$ cat src/irbc_defs.svh
// constants for the infrared bit codec
`ifndef IRBC_DEFS_SVH
`define IRBC_DEFS_SVH
`define IRBC_BIT_CLOCKS 5'd16
`define IRBC_CNT_MAX 4'hf
`define IRBC_TX_PULSE_START 4'h7
`define IRBC_TX_PULSE_END 4'ha
`define IRBC_RX_UPDATE_CNT 4'h8
`define IRBC_RX_WIN_OPEN_CNT 4'hc
`define IRBC_CLK_HZ 20000000
`define IRBC_MIN_RATE_BAUD 9600
`define IRBC_MAX_RATE_BAUD 115200
`endif

$ cat src/irbc_pkg.sv
// types for the infrared bit codec
package irbc_pkg;
   typedef logic [3:0] irbc_count_t;
   typedef enum logic [1:0] {IRBC_RX_IDLE, IRBC_RX_BIT, IRBC_RX_WINDOW} irbc_rx_state_e;
   // count value decode shared by transmit and receive
   function automatic logic irbc_at(input logic [3:0] cnt, input logic [3:0] val);
      irbc_at = (cnt == val);
   endfunction
endpackage

$ cat src/irbc_tick_if.sv
// baud tick and enable shared between codec halves
`timescale 1ns/10ps
interface irbc_tick_if;
   logic baud_tick;
   logic codec_on;
   logic tx_busy;
   modport src (output baud_tick, output codec_on, input tx_busy);
   modport sink (input baud_tick, input codec_on, output tx_busy);
endinterface // irbc_tick_if

$ cat src/infrared_bit_codec.sv
// infrared encoder/decoder between a uart and an infrared transceiver
`include "irbc_defs.svh"
`timescale 1ns/10ps
module infrared_bit_codec
(
   input wire logic clock,
   input wire logic rst_n,
   input wire logic uart_enable,
   input wire logic infrared_codec_enable,
   input wire logic baud_tick,
   input wire logic uart_tx,
   output logic uart_rx,
   input wire logic serial_in_pin,
   output logic serial_out_pin,
   output logic rx_active
);
   import irbc_pkg::*;
   irbc_tick_if tick ();
   logic ir_out;
   logic codec_on_reg;
   logic in_reg;
   logic in_prev_reg;
   logic fall;
   irbc_count_t rx_cnt_reg;
   irbc_rx_state_e rx_state_reg;
   logic bit_reg;
   logic seen_reg;
   logic rx_dec_reg;
   ////////////////////////////////////////////////////////////
   // only with uart enabled; rate comes from the uart baud tick
   always_ff @(posedge clock)
   begin
      if (!rst_n)
         codec_on_reg <= 1'b0;
      else
         codec_on_reg <= uart_enable && infrared_codec_enable;
   end
   assign tick.baud_tick = baud_tick;
   assign tick.codec_on = codec_on_reg;
   ////////////////////////////////////////////////////////////
   // transmit modulator
   irbc_encoder u_enc
   (
      .clock(clock),
      .rst_n(rst_n),
      .tick(tick),
      .uart_tx(uart_tx),
      .infrared_modulated_out(ir_out)
   );
   ////////////////////////////////////////////////////////////
   // input registered so the edge detector never sees a raw pin
   always_ff @(posedge clock)
   begin
      if (!rst_n)
      begin
         in_reg <= 1'b1;
         in_prev_reg <= 1'b1;
      end
      else
      begin
         in_reg <= serial_in_pin;
         in_prev_reg <= in_reg;
      end
   end
   // pulses are active high on this line; the falling edge ends one
   // receive ignored while the encoder is sending a pulse bit
   assign fall = in_prev_reg && !in_reg && !tick.tx_busy;
   ////////////////////////////////////////////////////////////
   // receive counter and window state
   always_ff @(posedge clock)
   begin
      if (!rst_n || !codec_on_reg)
      begin
         rx_state_reg <= IRBC_RX_IDLE;
         rx_cnt_reg <= 4'h0;
         bit_reg <= 1'b1;
         seen_reg <= 1'b0;
      end
      else
      begin
         case (rx_state_reg)
            IRBC_RX_IDLE:
            begin
               // first edge from idle is a zero
               if (fall)
               begin
                  rx_state_reg <= IRBC_RX_BIT;
                  rx_cnt_reg <= 4'h0;
                  bit_reg <= 1'b0;
               end
            end
            IRBC_RX_BIT:
            begin
               if (fall && seen_reg)
               begin
                  rx_cnt_reg <= 4'h0;
                  bit_reg <= 1'b0;
                  seen_reg <= 1'b0;
               end
               else if (baud_tick)
               begin
                  rx_cnt_reg <= rx_cnt_reg + 4'h1;
                  if (irbc_at(rx_cnt_reg, `IRBC_RX_WIN_OPEN_CNT - 4'h1))
                  begin
                     rx_state_reg <= IRBC_RX_WINDOW;
                     seen_reg <= 1'b0;
                  end
               end
            end
            IRBC_RX_WINDOW:
            begin
               if (fall)
               begin
                  rx_state_reg <= IRBC_RX_BIT;
                  rx_cnt_reg <= 4'h0;
                  bit_reg <= 1'b0;
               end
               else if (baud_tick)
               begin
                  rx_cnt_reg <= rx_cnt_reg + 4'h1;
                  // window closes at 8: bit is a one
                  if (irbc_at(rx_cnt_reg, `IRBC_RX_UPDATE_CNT - 4'h1))
                  begin
                     bit_reg <= 1'b1;
                     rx_state_reg <= IRBC_RX_IDLE;
                  end
               end
            end
            default:
               rx_state_reg <= IRBC_RX_IDLE;
         endcase
      end
   end
   ////////////////////////////////////////////////////////////
   // output updated at count 8, giving eight clock lag
   // only the codec realigns; the uart sees a plain line
   always_ff @(posedge clock)
   begin
      if (!rst_n || !codec_on_reg)
         rx_dec_reg <= 1'b1;
      else if (baud_tick && rx_state_reg != IRBC_RX_IDLE
               && irbc_at(rx_cnt_reg, `IRBC_RX_UPDATE_CNT - 4'h1))
         // a window closing without a pulse decodes a one, not the previous zero
         rx_dec_reg <= (rx_state_reg == IRBC_RX_BIT) ? bit_reg : 1'b1;
      else if (rx_state_reg == IRBC_RX_IDLE && baud_tick)
         rx_dec_reg <= 1'b1;
   end
   ////////////////////////////////////////////////////////////
   // pin steering
   // pin function is enabled elsewhere after codec enable
   always_ff @(posedge clock)
   begin
      if (!rst_n)
      begin
         serial_out_pin <= 1'b1;
         uart_rx <= 1'b1;
         rx_active <= 1'b0;
      end
      else
      begin
         serial_out_pin <= codec_on_reg ? ir_out : uart_tx;
         uart_rx <= codec_on_reg ? rx_dec_reg : serial_in_pin;
         rx_active <= rx_state_reg != IRBC_RX_IDLE;
      end
   end
endmodule // infrared_bit_codec

$ cat src/irbc_encoder.sv
// infrared transmit modulator
`include "irbc_defs.svh"
`timescale 1ns/10ps
module irbc_encoder
(
   input wire logic clock,
   input wire logic rst_n,
   irbc_tick_if.sink tick,
   input wire logic uart_tx,
   output logic infrared_modulated_out
);
   import irbc_pkg::*;
   irbc_count_t cnt_reg;
   logic bit_reg;
   logic busy_reg;
   ////////////////////////////////////////////////////////////
   // sixteen clocks per bit
   always_ff @(posedge clock)
   begin
      if (!rst_n || !tick.codec_on)
      begin
         cnt_reg <= 4'h0;
         bit_reg <= 1'b1;
         busy_reg <= 1'b0;
      end
      else if (tick.baud_tick)
      begin
         cnt_reg <= cnt_reg + 4'h1;
         if (irbc_at(cnt_reg, `IRBC_CNT_MAX))
         begin
            bit_reg <= uart_tx;
            busy_reg <= !uart_tx;
         end
         else if (cnt_reg == 4'h0 && !busy_reg)
            bit_reg <= uart_tx;
      end
   end
   ////////////////////////////////////////////////////////////
   // zero gives 7 low, 3 high, 6 low
   always_ff @(posedge clock)
   begin
      if (!rst_n || !tick.codec_on)
         infrared_modulated_out <= 1'b0;
      else if (tick.baud_tick)
      begin
         if (!bit_reg && irbc_at(cnt_reg, `IRBC_TX_PULSE_START - 4'h1))
            infrared_modulated_out <= 1'b1;
         else if (irbc_at(cnt_reg, `IRBC_TX_PULSE_END - 4'h1))
            infrared_modulated_out <= 1'b0;
      end
   end
   assign tick.tx_busy = !bit_reg;
endmodule // irbc_encoder

$ cat config.mk
export PLATFORM = sky130hd
export DESIGN_NAME = infrared_bit_codec
export DESIGN_NICKNAME = d
export VERILOG_FILES = /design/src/irbc_pkg.sv /design/src/irbc_tick_if.sv /design/src/infrared_bit_codec.sv /design/src/irbc_encoder.sv
export VERILOG_INCLUDE_DIRS = /design/src
export SDC_FILE = /design/constraint.sdc
export NUM_CORES = 1
export LEC_CHECK = 0
export ABC_AREA = 1
export BUFFER_PORTS_ARGS = -buffer_cell sky130_fd_sc_hd__buf_4
export CAP_MARGIN = 40
export CORE_MARGIN = 5
export CORE_UTILIZATION = 45
export CTS_CLUSTER_DIAMETER = 150
export DETAILED_ROUTE_END_ITERATION = 10
export HOLD_SLACK_MARGIN = 0.03
export PLACE_DENSITY_LB_ADDON = 0.08
export RECOVER_POWER = 100
export SLEW_MARGIN = 30
export SYNTH_ARGS = -nofsm -noshare
export SYNTH_HDL_FRONTEND = slang
export SYNTH_SLANG_ARGS = --single-unit
$ cat constraint.sdc
create_clock -name clock -period 1.45 [get_ports clock]
set_clock_uncertainty 0.15 [all_clocks]
set_input_delay 0.29 -clock clock [delete_from_list [all_inputs] [get_ports clock]]
set_output_delay 0.29 -clock clock [all_outputs]
set_load 0.01 [all_outputs]
Word level (Yosys, flattened, before mapping)
Index checks and enable logic that the tools add are counted.
{ "totals": {"ff_bits": 22, "out_inout_bits": 3, "elab_cells": 94} }
{ "op_classes": {"n_addsub": 2, "eq_ne": 14, "muxes": 31, "reduce_logical": 32} }
{ "op_table": {"columns": ["op", "count"], "rows": [
  ["$mux W1", 17],
  ["$mux W4", 4],
  ["$mux W2", 7],
  ["$eq A4 B4 Y1 const B", 3],
  ["$pmux W4 S3", 1],
  ["$reduce_bool A2 Y1", 6],
  ["$ne A2 B2 Y1 const B", 5],
  ["$logic_and A1 B1 Y1", 9],
  ["$add A4 B1 Y4 const B", 2],
  ["$eq A4 B3 Y1 const B", 2],
  ["$reduce_and A2 Y1", 4],
  ["$logic_not A1 Y1", 6],
  ["$ne A3 B3 Y1 const B", 2],
  ["$pmux W2 S3", 1],
  ["$reduce_and A6 Y1", 1],
  ["$reduce_and A5 Y1", 1],
  ["$logic_not A4 Y1", 1],
  ["$pmux W1 S3", 1],
  ["$reduce_and A3 Y1", 1],
  ["$reduce_bool A3 Y1", 1],
  ["$eq A2 B1 Y1 const B", 1],
  ["$eq A2 B2 Y1 const B", 1],
  ["$logic_not A2 Y1", 1],
  ["$logic_or A1 B1 Y1", 1]
]} }

Logic depth before layout (Yosys ltp)
Gate-level depths: netlist of the first run.
{ "logic_depth": {"depth_word": 6, "depth_mapped": 8, "depth_no_buf": 8} }

Hierarchy
A second synthesis of the first run with hierarchy kept.
{ "unflattened": {"cells_unflattened": 156, "area_unflattened_um2": 1129.8} }
{ "modules_own_cells": {"columns": ["module", "n_inst", "cells_each", "area_each_um2", "seq_area_each_um2"], "rows": [
  ["infrared_bit_codec", 1, 107, 762.0, 280.3],
  ["irbc_encoder", 1, 49, 367.9, 140.1]
]} }

Least setup slack after synthesis of the first run
OpenSTA, ideal clock, no wires.
{ "synth_path": {"path_kind": "flip-flop to flip-flop", "from": "register rx_state_reg[0]", "to": "register rx_cnt_reg[1]", "setup_time_ns": 0.116, "arrival_time_ns": 1.128, "required_ns": 1.184, "path_slack_ns": 0.056, "stages_incl_launch_ff": 9, "path_cell_list": "dfxtp_1 inv_1 ha_1 nand2_1 nand2_1 inv_2 nand2_1 nand2_1 nor2_1"} }
{ "synth_between": {"elab_chain_len": 3, "elab_cells_between_ends": 7, "cone_classes": "eq/ne (3); mux (1); reduce/logical (3)"} }
{ "synth_rtl": {"columns": ["item", "line", "text"], "rows": [
  ["from (decl)", "infrared_bit_codec.sv:25", "irbc_rx_state_e rx_state_reg;"],
  ["from (signal assigned)", "infrared_bit_codec.sv:74", "rx_state_reg <= IRBC_RX_IDLE;"],
  ["from (signal assigned)", "infrared_bit_codec.sv:87", "rx_state_reg <= IRBC_RX_BIT;"],
  ["from (signal assigned)", "infrared_bit_codec.sv:105", "rx_state_reg <= IRBC_RX_WINDOW;"],
  ["$eq A2 B1 Y1 (tied with other cells)", "infrared_bit_codec.sv:81", "case (rx_state_reg)"],
  ["$reduce_bool A3 Y1 (no line) / $ne A2 B2 Y1 (equally long branches)", null, null],
  ["$reduce_and A2 Y1 (no line)", null, null],
  ["to (signal assigned)", "infrared_bit_codec.sv:102", "rx_cnt_reg <= rx_cnt_reg + 4'h1;"],
  ["to (signal assigned)", "infrared_bit_codec.sv:120", "rx_cnt_reg <= rx_cnt_reg + 4'h1;"],
  ["to (decl)", "infrared_bit_codec.sv:24", "irbc_count_t rx_cnt_reg;"]
]} }
Several ways; a longest one is shown, not always the timed one.
A chain may end at the register's enable or synchronous reset.

Worst setup path after layout of the first run
{ "layout_path": {"from": "register rx_cnt_reg[0]", "to": "register rx_state_reg[1]"} }
{ "layout_between": {"elab_chain_len": 3, "elab_cells_between_ends": 5, "cone_classes": "eq/ne (4); reduce/logical (1)"} }
{ "layout_rtl": {"columns": ["item", "line", "text"], "rows": [
  ["$eq A4 B3 Y1 / $eq A4 B4 Y1 (equally long branches)", "irbc_pkg.sv:7", "irbc_at = (cnt == val);"],
  ["$ne A3 B3 Y1 (no line) / $ne A2 B2 Y1 (equally long branches)", null, null],
  ["$reduce_and A6 Y1 (no line) (*)", null, null]
]} }
Mark *: on every way between the ends. The rest lies on a longest branch, timed or not.

==> results of run 1 <==
[worst max-delay path: stages, from the launching register on]
cell	delay [ns]
dfxtp_2	0.38
ha_4	0.15
nand2_4	0.07
o21ai_2	0.14
nand2_2	0.08
nor2_4	0.13
nand2_1	0.07
nand2_1	0.06
nor2_1	0.05
[layout make-up]
| cell class | instances | share of cell area, % |
|---|---|---|
| Clock buffer | 4 | 2.07 |
| Inverter | 22 | 6.80 |
| Sequential cell | 21 | 33.7 |
| Timing Repair Buffer | 15 | 7.79 |
| Multi-Input combinational cell | 98 | 46.8 |
| Tap cell | 28 | 2.76 |
[layer usage]
layer	vias to the layer above	global-route usage, %	routed length (um)	share of wire [%]
met5	-	0	0	0
met4	0	1.94	12	0.58
met3	2	4.61	115	5.6
met2	12	20.8	958	46
met1	406	16.0	982	47
li1	488	-	-	-
[cells by family (layout without fill, tap and decap cells)]
logic type,Yosys count,count (layout),synth area share [%]
compound gates,21,21,10.6
simple gates,67,67,29.3
fa+ha+maj,10,10,11.7
flops,21,21,39.2
buf+inv,24,41,9.22
[synth_stat cells (all sizes together)]
cell / instances
a21oi: 7
a22o: 1
a22oi: 1
and3: 1
buf: 2
dfxtp: 21
ha: 10
inv: 22
nand2: 30
nand3: 10
nand4: 3
nor2: 21
nor3: 1
o21ai: 11
o21bai: 1
or2: 1
[power groups by stage]
stage	registers (mW)	clock network (mW)	logic, mW
floorplan	0.607	0	0.0520
CTS	0.592	0.286	0.0875
global route	0.592	0.313	0.0990
finish	0.590	0.276	0.0873
detailed placement	0.605	0	0.0831
global placement	0.605	0	0.0817
[cells in the final DEF (no fill, tap or decap), drive strengths merged, types with 2 or more instances in the layout]
| master | instances |
|---|---|
| o21ai | 11 |
| nand3 | 10 |
| a21oi | 7 |
| ha | 10 |
| nor2 | 21 |
| clkbuf | 9 |
| nand2 | 30 |
| buf | 8 |
| nand4 | 3 |
| dfxtp | 21 |
| dlygate4sd3 | 2 |
| inv | 21 |
[worst paths after layout]
| kind | startpoint | end | slack, ns | cells past startpoint |
|---|---|---|---|---|
| worst max-delay path | rx_cnt_reg[0] | rx_state_reg[1] | 0.07 | 8 |
| worst min-delay path | serial_in_pin | in_reg | 0.04 | 2 |
| worst max register to register | rx_cnt_reg[0] | rx_state_reg[1] | 0.07 | 8 |
| worst min register to register | in_reg | in_prev_reg | 0.29 | 2 |
[metrics by stage]
| stage | power [mW] | worst slack, ns |
|---|---|---|
| finish | 0.954 | 0.0701 |
| CTS | 0.966 | 0.00976 |
| global placement | 0.687 | 0.0554 |
| floorplan | 0.659 | 0.0558 |
| global route | 1.00 | -0.0255 |
| detailed placement | 0.688 | -0.0240 |
[what timing repair did]
item                       in CTS  in global routing
hold buffers                    2                  0
gates resized for setup         1                 18
hold endpoints to repair        2                  0
setup endpoints to repair       4                 11
pin swaps                       0                  2
cloned                          0                  0
==> results.cfg, run 1 <==
[status]
status = finished clean

[finish]
stdcell_area_sq_mm = 0.00127
utilization_pct = 56.8
drive_gt1_share_pct = 23.8
stdcell_count = 188
multi_input_area_sq_um = 594
regArea_sq_um = 428
antenna_cells = 0
area_growth_pct = 18.3
fin_nets = 178
num-fill-cells = 236

[routing]
via_per_inst = 4.83
wl_um = 2070
final_antenna_net_count = 0
dr.pass1.iters = 4
drtIter0Drc = 13
drcViolationCount = 0
routedWlPerCell_um = 11.0
vias = 908

[pwr]
p_leak_nw = 0.541
switching_power_mw = 0.225
power_density_mw_per_mm2 = 752
ir_worst_vdd_mv = 0.491
pwr-share-comb_pct = 9.2
clockPowerShare_pct = 29.0
intPower_mw = 0.729
pwr-share-seq_pct = 61.9
p_sw_share_pct = 23.6

[synthesis]
synth.distinct_cells = 23
yosysSeqAreaShare_pct = 39.2
yosys.area.top_type = dfxtp_1
ys_seq_elements = 21
yosys-top-cells-area = dfxtp_1 39%, ha_1 12%, nand2_1 10%, inv_1 6.7%, nor2_1 6.3%
yosysWarnings = 0
avgSynthCellArea_sq_um = 7.50
syn_nets = 160
synth_top_area_share_pct = 39.2
syn_inst = 143
synthesis.area_sq_mm = 0.00107

[worst_setup_path]
crit_path_end_kind = flip-flop
start_kind = flip-flop
critical_path_class = flip-flop to flip-flop
cp.arrival_ns = 1.44
required_ns = 1.51
cp_max_fo = 4

[run]
max_cap_violations = 0

[floorplanning]
dieArea_sq_mm = 0.00346
start_util_pct = 48.0
die_width_um = 58.8
io_pins = 10
die-height_um = 58.8
num_rows = 17
core_sq_mm = 0.00223

[cts]
cts_tree = done
cts_root_buffer = clkbuf_4
cts_sinks = 21
path_clk_slew_ns = 0.12
htreeDepth = 1
clk_latency_ns = 0.30
cts_buffers = 3
clockBufferDepth = 2
post-cts-setup-buffers = 0

[timing]
hold_violations = 0
min_period_over_period_pct = 95.2
relSlewSlack_pct = 84.7
tns_ns = 0
setup_viol = 0
worstMarginPinSlew_ns = 0.230
fin_crit_ns = 1.38
holdWs_ns = 0.0428
slew_violations = 0
timing.fmax_mhz = 725

[grt]
grt_start_max_net_pins = 13
grt_remaining_overflow = 0
antenna_found_initial = 0
grt_pass1_vias = 822
grt_pass1_wl_um = 3440
grt_usage_pct = 12.6

[placement]
gp_congestion = 0.822
place_hpwl_um = 1550
place_area_sq_mm = 0.00119
port_buffers = 9
place_inst = 182

[min_path]
hold_path_class = primary input to flip-flop
Power figures use the tool's default switching activity.
==> inputs of run 2 (changes only) <==
CORE_UTILIZATION = 51   (was 45)
==> run 2 against run 1 <==
Effect of this change: design area is 2.0% higher; critical path depth did not move; count of clock-buffer cells in the layout decreased by 1; clock power rose by 6%; wire length rose by 0.19%; utilization is 8.5 points higher; combinational power up 9.6%; die area shrank 9.8%; flip-flop and latch count unchanged; worst hold slack got worse by 0.0029 ns; critical endpoint is now rx_cnt_reg[1]; largest cell class unchanged; highest routed layer unchanged.
==> results.cfg, run 2 (synthesized netlist as in run 1, its figures left out) <==
[grt]
grt_usage_pct = 13.7
grt_start_max_net_pins = 14
grt_pass1_wl_um = 3490
grt_remaining_overflow = 0
antenna_found_initial = 0
grt_pass1_vias = 842

[worst_setup_path]
r2r_cells = 8
required_ns = 1.51
reg2reg_setup_slack_ns = 0.04
cp_max_fo = 4
start_kind = flip-flop
crit_path_end_kind = flip-flop
critical_path_class = flip-flop to flip-flop
cp.arrival_ns = 1.47
r2r_end = rx_cnt_reg[1]
rr_startpoint = rx_state_reg[0]

[cts]
cts_buffers = 3
clockBufferDepth = 2
cts_sinks = 21
path_clk_slew_ns = 0.12
post-cts-setup-buffers = 0
htreeDepth = 1
clk_latency_ns = 0.31
cts_root_buffer = clkbuf_4
cts_tree = done

[floorplanning]
dieArea_sq_mm = 0.00312
num_rows = 16
io_pins = 10
die-height_um = 55.9
start_util_pct = 54.1
core_sq_mm = 0.00198
die_width_um = 55.9

[timing]
slew_violations = 0
timing.fmax_mhz = 711
fin_crit_ns = 1.41
setup_viol = 0
min_period_over_period_pct = 97.0
worstMarginPinSlew_ns = 0.187
tns_ns = 0
relSlewSlack_pct = 87.5
hold_violations = 0

[status]
status = finished clean

[routing]
drtIter0Drc = 35
wl_met3_um = 78
routedWlPerCell_um = 10.9
drcViolationCount = 0
met1_length_um = 1030
final_antenna_net_count = 0
dr.pass1.iters = 4
met2WireLength_um = 949
highest_layer = met4
via_per_inst = 4.82
vias = 916
wl_um = 2070

[placement]
place_hpwl_um = 1510
port_buffers = 9
gp_congestion = 0.841

[pwr]
power_mw = 0.980
power_density_mw_per_mm2 = 757
p_leak_nw = 0.574
ir_worst_vdd_mv = 0.449

[min_path]
hold_depth = 3
hold_path_class = primary input to flip-flop
min_to = codec_on_reg
worstHoldStart = infrared_codec_enable

[finish]
area_growth_pct = 20.7
drive_gt1_share_pct = 24.5
antenna_cells = 0
utilization_pct = 65.3
layout_commonest_cell = nand2_1
layout_common_cells = 23 x nand2_1, 18 x inv_1, 18 x dfxtp_1
fin_nets = 181

[run]
max_cap_violations = 0
[run 2: worst max-delay path by stage]
stage / start / end / slack, ns / cells after the start
floorplan: rx_state_reg[0] / rx_cnt_reg[1] / 0.06 / 8
global placement: rx_state_reg[0] / rx_cnt_reg[0] / 0.04 / 8
detailed placement: rx_state_reg[0] / rx_cnt_reg[0] / 0.04 / 8
CTS: rx_state_reg[0] / rx_cnt_reg[2] / 0.02 / 8
global route: rx_state_reg[0] / rx_cnt_reg[1] / -0.02 / 8
finish: rx_state_reg[0] / rx_cnt_reg[1] / 0.04 / 8
[run 2: cell type report]
cell class / instances / area [sq um]
well taps: 27 / 33.8
inverters: 22 / 85.1
clock buffers: 3 / 22.5
repair buffers: 18 / 131
clock inverters: 1 / 7.51
multi-input cells: 98 / 589
flip-flops and latches: 21 / 424
fillers: 184 / 688
[run 2: report_power, final]
part	leakage [nW]	total, mW	internal [mW]	switching [mW]
registers	0.172	0.592	0.587	0.00486
logic	0.388	0.0957	0.0422	0.0535
clock network	0.0139	0.292	0.105	0.187
[run 2: critical path, cell delays in order, from the launching register on]
cell     delay, ns
dfxtp_1       0.33
buf_4         0.14
ha_1          0.20
inv_1         0.09
nand2_2       0.10
nor2_2        0.12
nand2_1       0.06
o21ai_0       0.08
nor2_1        0.05
[run 2: per-stage QoR]
stage / hold slack (ns) / cell area, sq um / cells / setup slack [ns]
2_1_floorplan: 0.209 / 1070 / 143 / 0.0558
3_3_place_gp: 0.266 / 1200 / 183 / 0.0393
3_5_place_dp: 0.284 / 1200 / 183 / 0.0370
4_1_cts: 0.0324 / 1260 / 190 / 0.0232
5_1_grt: 0.0373 / 1290 / 190 / -0.0191
6_report: 0.0399 / 1290 / 190 / 0.0431
[run 2: metal layers]
metal	global-route usage, %	vias to the layer above
met4	6.10	0
met1	18.9	394
met5	0	-
met2	20.8	24
met3	2.32	2
li1	-	496
[run 2: what timing repair did]
action / CTS / global route
hold buffers: 3 / 0
endpoints found under the setup margin: 0 / 8
resized for setup: 0 / 16
endpoints found under the hold margin: 3 / 0
